===== src/hw/rsc_pkg.sv =====
/*
 * Shared types and constants for the role and session controller.
 * Assumes a single clock domain and synchronous request strobes.
 */
package rsc_pkg;

    localparam int ACCT_MAX_DEF = 128;

    // management slot content
    typedef enum logic [2:0] {
        MGMT_NONE,
        MGMT_INITIATOR,
        MGMT_OFFICER,
        MGMT_MANAGER,
        MGMT_USER
    } rsc_mgmt_t;

    // datapath slot content
    typedef enum logic [1:0] {
        DP_NONE,
        DP_SECURE,
        DP_MIGRATE,
        DP_PREBOOT
    } rsc_dp_t;

    // account type presented with a login
    typedef enum logic [2:0] {
        ACCT_INITIATOR,
        ACCT_OFFICER,
        ACCT_INIT_OFFICER,
        ACCT_MANAGER,
        ACCT_USER
    } rsc_acct_t;

    // datapath grant service
    typedef enum logic [1:0] {
        SVC_BOOT,
        SVC_MIGRATE_KEY,
        SVC_UNLOCK_PREBOOT
    } rsc_svc_t;

    // key selection for the cipher path
    localparam logic KEY_OLD = 1'b0;
    localparam logic KEY_NEW = 1'b1;

endpackage : rsc_pkg


===== src/hw/rsc_login_check.sv =====
/*
 * Login admission: decides whether a requested management role may be
 * taken given account type, account population and slot occupancy.
 * Assumes authentication has already been judged outside this block.
 */
`timescale 1ns/1ps
module rsc_login_check
    import rsc_pkg::*;
(
    input  wire rsc_acct_t acct_type_i,
    input  wire rsc_mgmt_t role_req_i,
    input  wire logic      accounts_exist_i,
    input  wire rsc_mgmt_t mgmt_i,
    input  wire logic      purged_i,
    output logic           ok_o
);
    logic type_ok;

    always_comb begin
        type_ok = 1'b0;
        case (acct_type_i)
            ACCT_INITIATOR: begin
                type_ok = (role_req_i == MGMT_INITIATOR)
                          && !accounts_exist_i;
            end
            ACCT_OFFICER, ACCT_INIT_OFFICER: begin
                type_ok = (role_req_i == MGMT_OFFICER)
                       || (role_req_i == MGMT_MANAGER)
                       || (role_req_i == MGMT_USER);
            end
            ACCT_MANAGER: begin
                type_ok = (role_req_i == MGMT_MANAGER)
                       || (role_req_i == MGMT_USER);
            end
            ACCT_USER: begin
                type_ok = (role_req_i == MGMT_USER);
            end
            default: begin
                type_ok = 1'b0;
            end
        endcase
        if (acct_type_i != ACCT_INITIATOR && !accounts_exist_i) begin
            type_ok = 1'b0;
        end
        // slot must be empty: no role switch without logout
        ok_o = type_ok && (mgmt_i == MGMT_NONE)
               && !purged_i;
    end

endmodule : rsc_login_check


===== src/hw/rsc_grant_check.sv =====
/*
 * Datapath grant admission: checks a service request for a datapath
 * role against the current management role and datapath slot.
 * Assumes the service code is valid only with its strobe.
 */
`timescale 1ns/1ps
module rsc_grant_check
    import rsc_pkg::*;
(
    input  wire rsc_svc_t  svc_i,
    input  wire rsc_mgmt_t mgmt_i,
    input  wire rsc_dp_t   dp_i,
    input  wire logic      purged_i,
    output rsc_dp_t        role_o,
    output logic           ok_o
);
    always_comb begin
        role_o = DP_NONE;
        ok_o   = 1'b0;
        case (svc_i)
            SVC_BOOT: begin
                role_o = DP_SECURE;
                ok_o   = (mgmt_i == MGMT_OFFICER)
                      || (mgmt_i == MGMT_MANAGER)
                      || (mgmt_i == MGMT_USER);
            end
            SVC_MIGRATE_KEY: begin
                role_o = DP_MIGRATE;
                ok_o   = (mgmt_i == MGMT_OFFICER);
            end
            SVC_UNLOCK_PREBOOT: begin
                role_o = DP_PREBOOT;
                ok_o   = (mgmt_i == MGMT_OFFICER);
            end
            default: begin
                role_o = DP_NONE;
                ok_o   = 1'b0;
            end
        endcase
        // a held datapath role must be released first
        if (dp_i != DP_NONE || purged_i) begin
            ok_o = 1'b0;
        end
    end

endmodule : rsc_grant_check


===== src/hw/rsc_role_session.sv =====
/*
 * Role and session controller: management and datapath role slots,
 * login and grant admission, logout and error clearing, and the
 * region and key gating for host reads and writes.
 * Assumes requests are one-cycle strobes synchronous to clk_sys_i and
 * that authentication of a login is judged before the strobe.
 */
`timescale 1ns/1ps
module rsc_role_session
    import rsc_pkg::*;
#(
    parameter int ACCT_MAX = ACCT_MAX_DEF
) (
    input  wire logic      clk_sys_i,
    input  wire logic      rst_i,
    input  wire logic      restart_i,
    input  wire logic      error_i,
    input  wire logic      purge_i,
    input  wire logic      login_i,
    input  wire rsc_acct_t login_acct_i,
    input  wire rsc_mgmt_t login_role_i,
    input  wire logic      mgmt_logout_i,
    input  wire logic      grant_i,
    input  wire rsc_svc_t  grant_svc_i,
    input  wire logic      grant_keep_i,
    input  wire logic      dp_logout_i,
    input  wire logic      acct_create_i,
    input  wire rsc_acct_t acct_create_type_i,
    input  wire logic      acct_delete_i,
    input  wire logic      preboot_ro_en_i,
    input  wire logic      host_rd_i,
    input  wire logic      host_wr_i,
    input  wire logic      host_preboot_i,
    output rsc_mgmt_t      mgmt_role_o,
    output rsc_dp_t        dp_role_o,
    output logic           login_ack_o,
    output logic           login_nak_o,
    output logic           grant_ack_o,
    output logic           grant_nak_o,
    output logic [7:0]     acct_count_o,
    output logic           purged_o,
    output logic           access_ok_o,
    output logic           cipher_en_o,
    output logic           key_sel_o
);
    localparam int CW = $clog2(ACCT_MAX + 1);

    // account count port is 8 bits wide
    if (ACCT_MAX < 1 || CW > 8) begin : g_bad_acct_max
        $error("ACCT_MAX out of range");
    end

    rsc_mgmt_t    mgmt, next_mgmt;
    rsc_dp_t      dp, next_dp;
    logic [CW-1:0] acct_cnt, next_acct_cnt;
    logic         init_off, next_init_off;
    logic         purged, next_purged;
    logic         next_login_ack, next_login_nak;
    logic         next_grant_ack, next_grant_nak;
    logic         next_access_ok, next_cipher_en, next_key_sel;
    logic         login_ok, grant_ok, accounts_exist, clear_all;
    rsc_dp_t      grant_role;

    assign accounts_exist = (acct_cnt != '0);
    assign clear_all      = restart_i;

    rsc_login_check u_login (
        .acct_type_i      (login_acct_i),
        .role_req_i       (login_role_i),
        .accounts_exist_i (accounts_exist),
        .mgmt_i           (mgmt),
        .purged_i         (purged),
        .ok_o             (login_ok)
    );

    rsc_grant_check u_grant (
        .svc_i    (grant_svc_i),
        .mgmt_i   (mgmt),
        .dp_i     (dp),
        .purged_i (purged),
        .role_o   (grant_role),
        .ok_o     (grant_ok)
    );

    // slot state: one of login, grant or management logout per cycle; datapath logout alongside
    always_comb begin
        next_mgmt      = mgmt;
        next_dp        = dp;
        next_login_ack = 1'b0;
        next_login_nak = 1'b0;
        next_grant_ack = 1'b0;
        next_grant_nak = 1'b0;
        if (clear_all || error_i || purge_i) begin
            next_mgmt = MGMT_NONE;
            next_dp   = DP_NONE;
            next_login_nak = login_i;
            next_grant_nak = grant_i;
        end else begin
            if (login_i) begin
                if (login_ok) begin
                    next_mgmt      = login_role_i;
                    next_login_ack = 1'b1;
                end else begin
                    next_login_nak = 1'b1;
                end
            end else if (grant_i) begin
                if (grant_ok) begin
                    next_dp        = grant_role;
                    next_grant_ack = 1'b1;
                    // only boot may drop the management side
                    if (grant_svc_i == SVC_BOOT && !grant_keep_i) begin
                        next_mgmt = MGMT_NONE;
                    end
                end else begin
                    next_grant_nak = 1'b1;
                end
            end else if (mgmt_logout_i) begin
                next_mgmt = MGMT_NONE;
            end
            if (dp_logout_i && !(grant_i && grant_ok)) begin
                next_dp = DP_NONE;
            end
        end
    end

    // account population and purge latch
    always_comb begin
        next_acct_cnt = acct_cnt;
        next_init_off = init_off;
        next_purged   = purged;
        if (purge_i) begin
            next_purged   = 1'b1;
            next_acct_cnt = '0;
            next_init_off = 1'b0;
        end else if (acct_create_i && !purged) begin
            if (mgmt == MGMT_INITIATOR) begin
                // initiator may only make the single initial officer
                if (acct_create_type_i == ACCT_INIT_OFFICER && !init_off
                    && acct_cnt == '0) begin
                    next_init_off = 1'b1;
                    next_acct_cnt = acct_cnt + CW'(1);
                end
            end else if (mgmt == MGMT_OFFICER
                         && acct_create_type_i != ACCT_INITIATOR
                         && acct_create_type_i != ACCT_INIT_OFFICER
                         && acct_cnt < CW'(ACCT_MAX)) begin
                next_acct_cnt = acct_cnt + CW'(1);
            end
        end else if (acct_delete_i && mgmt == MGMT_OFFICER
                     && acct_cnt != '0) begin
            next_acct_cnt = acct_cnt - CW'(1);
        end
    end

    // host access gating by datapath role
    always_comb begin
        next_access_ok = 1'b0;
        next_cipher_en = 1'b0;
        next_key_sel   = KEY_NEW;
        case (dp)
            DP_SECURE: begin
                next_access_ok = (host_rd_i || host_wr_i)
                                 && !host_preboot_i;
                next_cipher_en = next_access_ok;
            end
            DP_MIGRATE: begin
                next_access_ok = (host_rd_i || host_wr_i)
                                 && !host_preboot_i;
                next_cipher_en = next_access_ok;
                next_key_sel   = host_rd_i ? KEY_OLD : KEY_NEW;
            end
            DP_PREBOOT: begin
                next_access_ok = (host_rd_i || host_wr_i)
                                 && host_preboot_i;
                next_cipher_en = next_access_ok;
            end
            default: begin
                // plain read-only view; no key held
                next_access_ok = preboot_ro_en_i && host_rd_i
                                 && !host_wr_i && host_preboot_i;
            end
        endcase
    end

    always_ff @(posedge clk_sys_i or posedge rst_i) begin
        if (rst_i) begin
            mgmt        <= MGMT_NONE;
            dp          <= DP_NONE;
            acct_cnt    <= '0;
            init_off    <= 1'b0;
            purged      <= 1'b0;
            login_ack_o <= 1'b0;
            login_nak_o <= 1'b0;
            grant_ack_o <= 1'b0;
            grant_nak_o <= 1'b0;
            access_ok_o <= 1'b0;
            cipher_en_o <= 1'b0;
            key_sel_o   <= KEY_NEW;
        end else begin
            mgmt        <= next_mgmt;
            dp          <= next_dp;
            acct_cnt    <= next_acct_cnt;
            init_off    <= next_init_off;
            purged      <= next_purged;
            login_ack_o <= next_login_ack;
            login_nak_o <= next_login_nak;
            grant_ack_o <= next_grant_ack;
            grant_nak_o <= next_grant_nak;
            access_ok_o <= next_access_ok;
            cipher_en_o <= next_cipher_en;
            key_sel_o   <= next_key_sel;
        end
    end

    assign mgmt_role_o  = mgmt;
    assign dp_role_o    = dp;
    assign acct_count_o = 8'(acct_cnt);
    assign purged_o     = purged;
endmodule : rsc_role_session


===== config.mk =====
export PLATFORM = sky130hd
export DESIGN_NAME = rsc_role_session
export DESIGN_NICKNAME = d
export VERILOG_FILES = /design/src/hw/rsc_pkg.sv /design/src/hw/rsc_login_check.sv /design/src/hw/rsc_grant_check.sv /design/src/hw/rsc_role_session.sv
export SDC_FILE = /design/constraint.sdc
export NUM_CORES = 1
export LEC_CHECK = 0
export ABC_CLOCK_PERIOD_IN_PS = 2750
export BUFFER_PORTS_ARGS = -buffer_cell sky130_fd_sc_hd__buf_4
export CORE_MARGIN = 1
export CORE_UTILIZATION = 40
export DETAILED_ROUTE_END_ITERATION = 6
export PLACE_DENSITY_LB_ADDON = 0.08
export SKIP_CTS_REPAIR_TIMING = 1
export SLEW_MARGIN = 20
export SYNTH_ARGS = -nofsm -noshare
export SYNTH_HDL_FRONTEND = slang
export SYNTH_SLANG_ARGS = --single-unit
export TNS_END_PERCENT = 5

===== constraint.sdc =====
create_clock -name clk_sys_i -period 2.75 [get_ports clk_sys_i]
set_clock_uncertainty 0.15 [all_clocks]
set_input_delay 0.275 -clock clk_sys_i [delete_from_list [all_inputs] [get_ports clk_sys_i]]
set_output_delay 0.275 -clock clk_sys_i [all_outputs]
set_load 0.02 [all_outputs]

; ---- Word-level counts from Yosys, hierarchy flattened
; Index checks and enable logic that the tools add are counted.
[op_classes]
n_addsub = 2
magnitude_cmp = 1
eq_ne = 25
n_mux = 45
n_reduce_logical = 58
[ops]
columns = cell, count
row1 = 8-bit 2-to-1 mux, 6
row2 = 1-bit 2-to-1 mux, 22
row3 = "3-bit by 2-bit equality test with 1-bit output, second input constant", 7
row4 = 3-bit 2-to-1 mux, 7
row5 = 1-bit logical AND, 20
row6 = 3-bit nonzero test, 5
row7 = "4-bit by 2-bit != test with 1-bit output, second input constant", 3
row8 = 2-bit 2-to-1 mux, 5
row9 = "3-bit by 1-bit equality test with 1-bit output, second input constant", 3
row10 = "3-bit equality test, second input constant", 3
row11 = 1-bit logical OR, 9
row12 = 3-bit AND reduction, 3
row13 = "8-bit by 1-bit adder with 8-bit output, second input constant", 1
row14 = 8-bit logical NOT, 1
row15 = "8-bit < comparator, second input constant", 1
row16 = 2-bit nonzero test, 4
row17 = 8-bit nonzero test, 1
row18 = "8-bit by 1-bit subtractor with 8-bit output, second input constant", 1
row19 = 1-bit logical NOT, 7
row20 = "2-bit equality test, second input constant", 3
row21 = 3-bit logical NOT, 2
row22 = "3-bit by 1-bit != test with 1-bit output, second input constant", 2
row23 = 1-bit case mux with 2 select lines, 3
row24 = 2-bit case mux with 3 select lines, 1
row25 = 8 further kinds, 11
[totals]
register_bits = 22
input_bits = 27
out_inout_bits = 21

; ---- Logic depth before layout (Yosys ltp)
[depth]
ltp_word = 10
mapped_depth = 10

; ---- Modules after synthesis
; From an unflattened synthesis, not the netlist that was laid out.
[unflattened]
hier_cells = 159
hier_area_um2 = 1505.2
[by_module_without_submodules]
columns = mod, instances, cells_each, area_each_um2, seq_area_each_um2
row1 = rsc_role_session, 1, 129, 1320.0, 551.8
row2 = rsc_grant_check, 1, 14, 92.6, 0.0
row3 = rsc_login_check, 1, 16, 92.6, 0.0

; ---- Least setup slack after synthesis
; No wires, ideal clock.
[synth_path]
kind = flip-flop to flip-flop
start = register purged, in the netlist purged_o
end = register acct_cnt[7], in the netlist acct_count_o[7]
setup_time_ns = 0.128
arrival_ns = 2.249
t_required_ns = 2.472
slack_ns = 0.223
stages_incl_launch_ff = 9
cell_sequence = dfrtp_1 nand2b_1 buf_6 ha_1 a211oi_1 o21ai_0 a41o_1 a2111oi_4 mux2_1
[synth_via]
elab_chain_len = 4
[synth_rtl]
columns = element, line
row1 = "start, declared", rsc_role_session.sv:57  ; logic purged, next_purged;
row2 = "start signal, assigned", rsc_role_session.sv:204  ; purged <= next_purged;
row3 = 1-bit logical NOT (*), rsc_role_session.sv:135  ; end else if (acct_create_i && !purged) begin
row4 = 1-bit logical AND (*), rsc_role_session.sv:135
row5 = 4-bit by 3-bit != test with 1-bit output (no source line) (tied with other cells), n/a
row6 = 3-bit AND reduction (no source line) / 8-bit 2-to-1 mux (equally long branches), n/a
row7 = "end signal, assigned", rsc_role_session.sv:202  ; acct_cnt <= next_acct_cnt;
row8 = "end, declared", rsc_role_session.sv:55  ; logic [CW-1:0] acct_cnt, next_acct_cnt;
; Mark *: on every way between the ends. The rest lies on a longest branch, timed or not.
; A chain may end at the register's enable or synchronous reset.

; ---- Final worst setup path
; Same ends and word-level chain as after synthesis.

==> metrics.md <==
| Metric | Value |
|---|---|
| IO Count | `48` |
| R2r setup slk | `150 ps` |
| Post-synth top area share | `0.345` |
| Clock sink count | `22` |
| Crit path DAT | `2590 ps` |
| Remaining Overflow, GRT | `0` |
| CP endpoint kind | `flip-flop` |
| Diode count | `0` |
| Synth top cells by count | `dfrtp_1, nor2_1, ha_1` |
| Chip Height | `63.7 um` |
| Max-cap violations | `0` |
| Final hold vios | `1` |
| Register area share after synthesis | `0.363` |
| Setup WS post-layout | `152 ps` |
| Die area | `4050 um2` |
| Vias in the first global route | `~1300` |
| CTS tree | `done` |
| Failing checks | `hold timing` |
| Area contributors post-synth | `dfrtp_1, ha_1, nor2_1` |
| CORE AREA | `3660 um2` |
| Vias per cell | `~5.4` |
| Slew Limit Fails | `0` |
| VDD IR max | `160 uV` |
| Layout area overhead | `29.6%` |
| Status | `finished, violations left` |
| Cell taking the most area after synthesis | `dfrtp_1` |
| RR Endpoint | `acct_count_o[7]$_DFFE_PP0P_` |
| Number of port buffers | `47` |
| Hold Slack | `-5.72 ps` |
| TritonCTS buffer count | `3` |
| Clock slew at reported path FFs | `approximately 80 ps` |
| Initial antenna violation count | `0` |
| Number of fill cells | `337` |
| TritonRoute pass-1 iters | `4` |
| Gr usage total | `0.187` |
| H-Tree Depth | `1` |
| Post-layout net count | `247` |
| CTS max path bufs | `2` |
| Avg Cell Area, Syn | `9.75 um2` |
| Post-synthesis net count | `between 150 and 200` |
| Final HPWL DP | `between 2000 and 3000 um` |
| P per Cell Area | `305 nW/um2` |
| Vias | `1354` |
| Count leader, synth | `dfrtp_1` |
| WP data required | `2750 ps` |
| Wirelength per Cell | `13.9 um` |
| Global-route wire length before repair | `5950 um` |
| Residual DRC | `0` |
| Startpoint Class | `flip-flop` |
| Hold depth | `2` |
| Setup slack at placement | `~170 ps` |
| Initial Util | `0.416` |
| Cell count after synthesis | `~160` |
| Hold Crit Start | `host_rd_i` |
| Multi-input logic area | `895 um2` |
| WL final | `~3500 um` |
| Reg-to-Reg Start | `purged_o$_DFFE_PP0P_` |
| Clock Latency Late Sink | `260 ps` |
| Flops & latches, synth | `22` |
| CP Max Fanout | `4` |
| Minimum clock period | `2600 ps` |
| Synth Cell Area | `1520 um2` |
| Leakage power | `a little under 1 nW` |
| Dominant synthesized flop cell | `dfrtp_1` |
| Final core area utilization | `0.539` |
| Die width | `63.7 um` |
| Worst min-delay path category | `in2reg` |
| Rel. slew slack | `0.420` |
| Seq. cell area | `between 500 and 600 um2` |
| Tightest Pin Transition | `approximately 870 ps` |
| Setup Crit Path Kind | `reg2reg` |
| Tcrit/Tclk final | `0.945` |
| Post-route ant nets | `0` |
| Final setup viols | `0` |
| FP Rows | `22` |
| YS warnings | `0` |
| FMAX | `385 MHz` |
| Share of cells above drive strength 1 | `0.293` |
| Worst R2R Path Depth | `8` |
| Async set or reset register ratio after synthesis | `1.00` |
| Netlist cell types | `47` |
| WHS Endpoint | `key_sel_o$_DFF_PP1_` |
| Tot Pwr | `roughly 0.00060 W` |
| Root Buffer | `clkbuf_8` |
| Number of synthesized flops with an enable pin | `0` |
| RSZ-0062 raised after global routing | `no` |
| Final Wtd Congestion | `about 0.9` |
| Post-route setup TNS | `0 ps` |
| Largest net degree at the start of global routing | `23` |
| Starting DRT DRC Count | `around 70` |
## flip-flops by register name, indices dropped and copies added, names as in the netlist
| signal | count |
|---|---|
| key_sel_o | 1 |
| dp_role_o | 2 |
| purged_o | 1 |
| acct_count_o | 8 |
| grant_nak_o | 1 |
| init_off | 1 |
| login_nak_o | 1 |
| mgmt_role_o | 3 |
| grant_ack_o | 1 |
| cipher_en_o | 1 |
| login_ack_o | 1 |
| access_ok_o | 1 |
## routing by layer
| metal | up-vias | global-route usage | share of wire |
|---|---|---|---|
| li1 | 662 | - | - |
| met1 | 652 | 0.218 | 0.42 |
| met2 | 38 | 0.346 | 0.53 |
| met3 | 2 | 0.0290 | 0.042 |
| met4 | 0 | 0.0597 | 0.0065 |
| met5 | - | 0 | 0 |
## worst max-delay path by stage
stage | from | endpoint | slack, ps | cells past startpoint
final | purged_o$_DFFE_PP0P_ | acct_count_o[7]$_DFFE_PP0P_ | 150 | 8
after global routing | purged_o$_DFFE_PP0P_ | acct_count_o[7]$_DFFE_PP0P_ | 7 | 8
after CTS | purged_o$_DFFE_PP0P_ | acct_count_o[7]$_DFFE_PP0P_ | 150 | 7
after detailed placement | purged_o$_DFFE_PP0P_ | acct_count_o[7]$_DFFE_PP0P_ | 170 | 7
after global placement | purged_o$_DFFE_PP0P_ | acct_count_o[7]$_DFFE_PP0P_ | 280 | 7
after floorplan | purged_o$_DFFE_PP0P_ | acct_count_o[7]$_DFFE_PP0P_ | 220 | 8
## logic make-up (layout without fill, tap and decap cells)
| family | count (synthesis) | after routing | share of synthesized area |
|---|---|---|---|
| buf+inv | 17 | 66 | 0.0526 |
| xor+xnor | 4 | 4 | 0.0230 |
| compound gates | 39 | 39 | 0.189 |
| fa+ha+maj | 14 | 14 | 0.120 |
| simple gates | 53 | 53 | 0.206 |
| mux | 7 | 7 | 0.0469 |
| flops | 22 | 22 | 0.363 |
## power breakdown
part           total (W)  switching [W]  internal (W)
combinational  0.0000676      0.0000333     0.0000343
sequential      0.000326    0.000000504      0.000325
clock           0.000207       0.000104      0.000103
total           0.000600       0.000138      0.000463
## per-stage QoR
stage	instance area (um2)	instances	hold slack [ps]
after floorplan	1520	156	113
after global placement	1920	249	270
after detailed placement	1920	249	270
after CTS	1970	253	-7.65
after global routing	1970	253	4.07
final	1970	253	-5.72
## area by class of cell
type,instances,share of cell area
multi-input cells,117,0.454
flip-flops and latches,22,0.280
inverters,12,0.0228
clock buffers,4,0.0228
repair buffers,50,0.190
well taps,48,0.0305
## worst max-delay path, cell delays in order (launching register included)
cell and delay (ps):
dfrtp_1 380, nand2b_1 220, ha_1 380, o21ai_0 130
o21ai_0 290, a211oi_1 120, a41o_1 250, a2111oi_4 210
mux2_1 350
## placed cells by master (no fill, tap or decap), types with 2 or more instances in the layout
master and count:
o21a_1 2, dfrtp_1 21, a32o_1 2, mux2i_1 6, nor3_1 6, nor2_1 18
a21oi_1 8, or3b_1 2, nor3b_1 2, o21ai_0 8, nand2_1 5, nand4_1 2
inv_1 11, clkbuf_8 3, nor2b_1 4, o21bai_1 2, a31oi_1 2, a211oi_1 3
nor4b_1 3, nand3b_1 2, buf_4 50, ha_1 13, nand2b_1 2, xnor2_1 4
(Power assumes the default switching activity.)
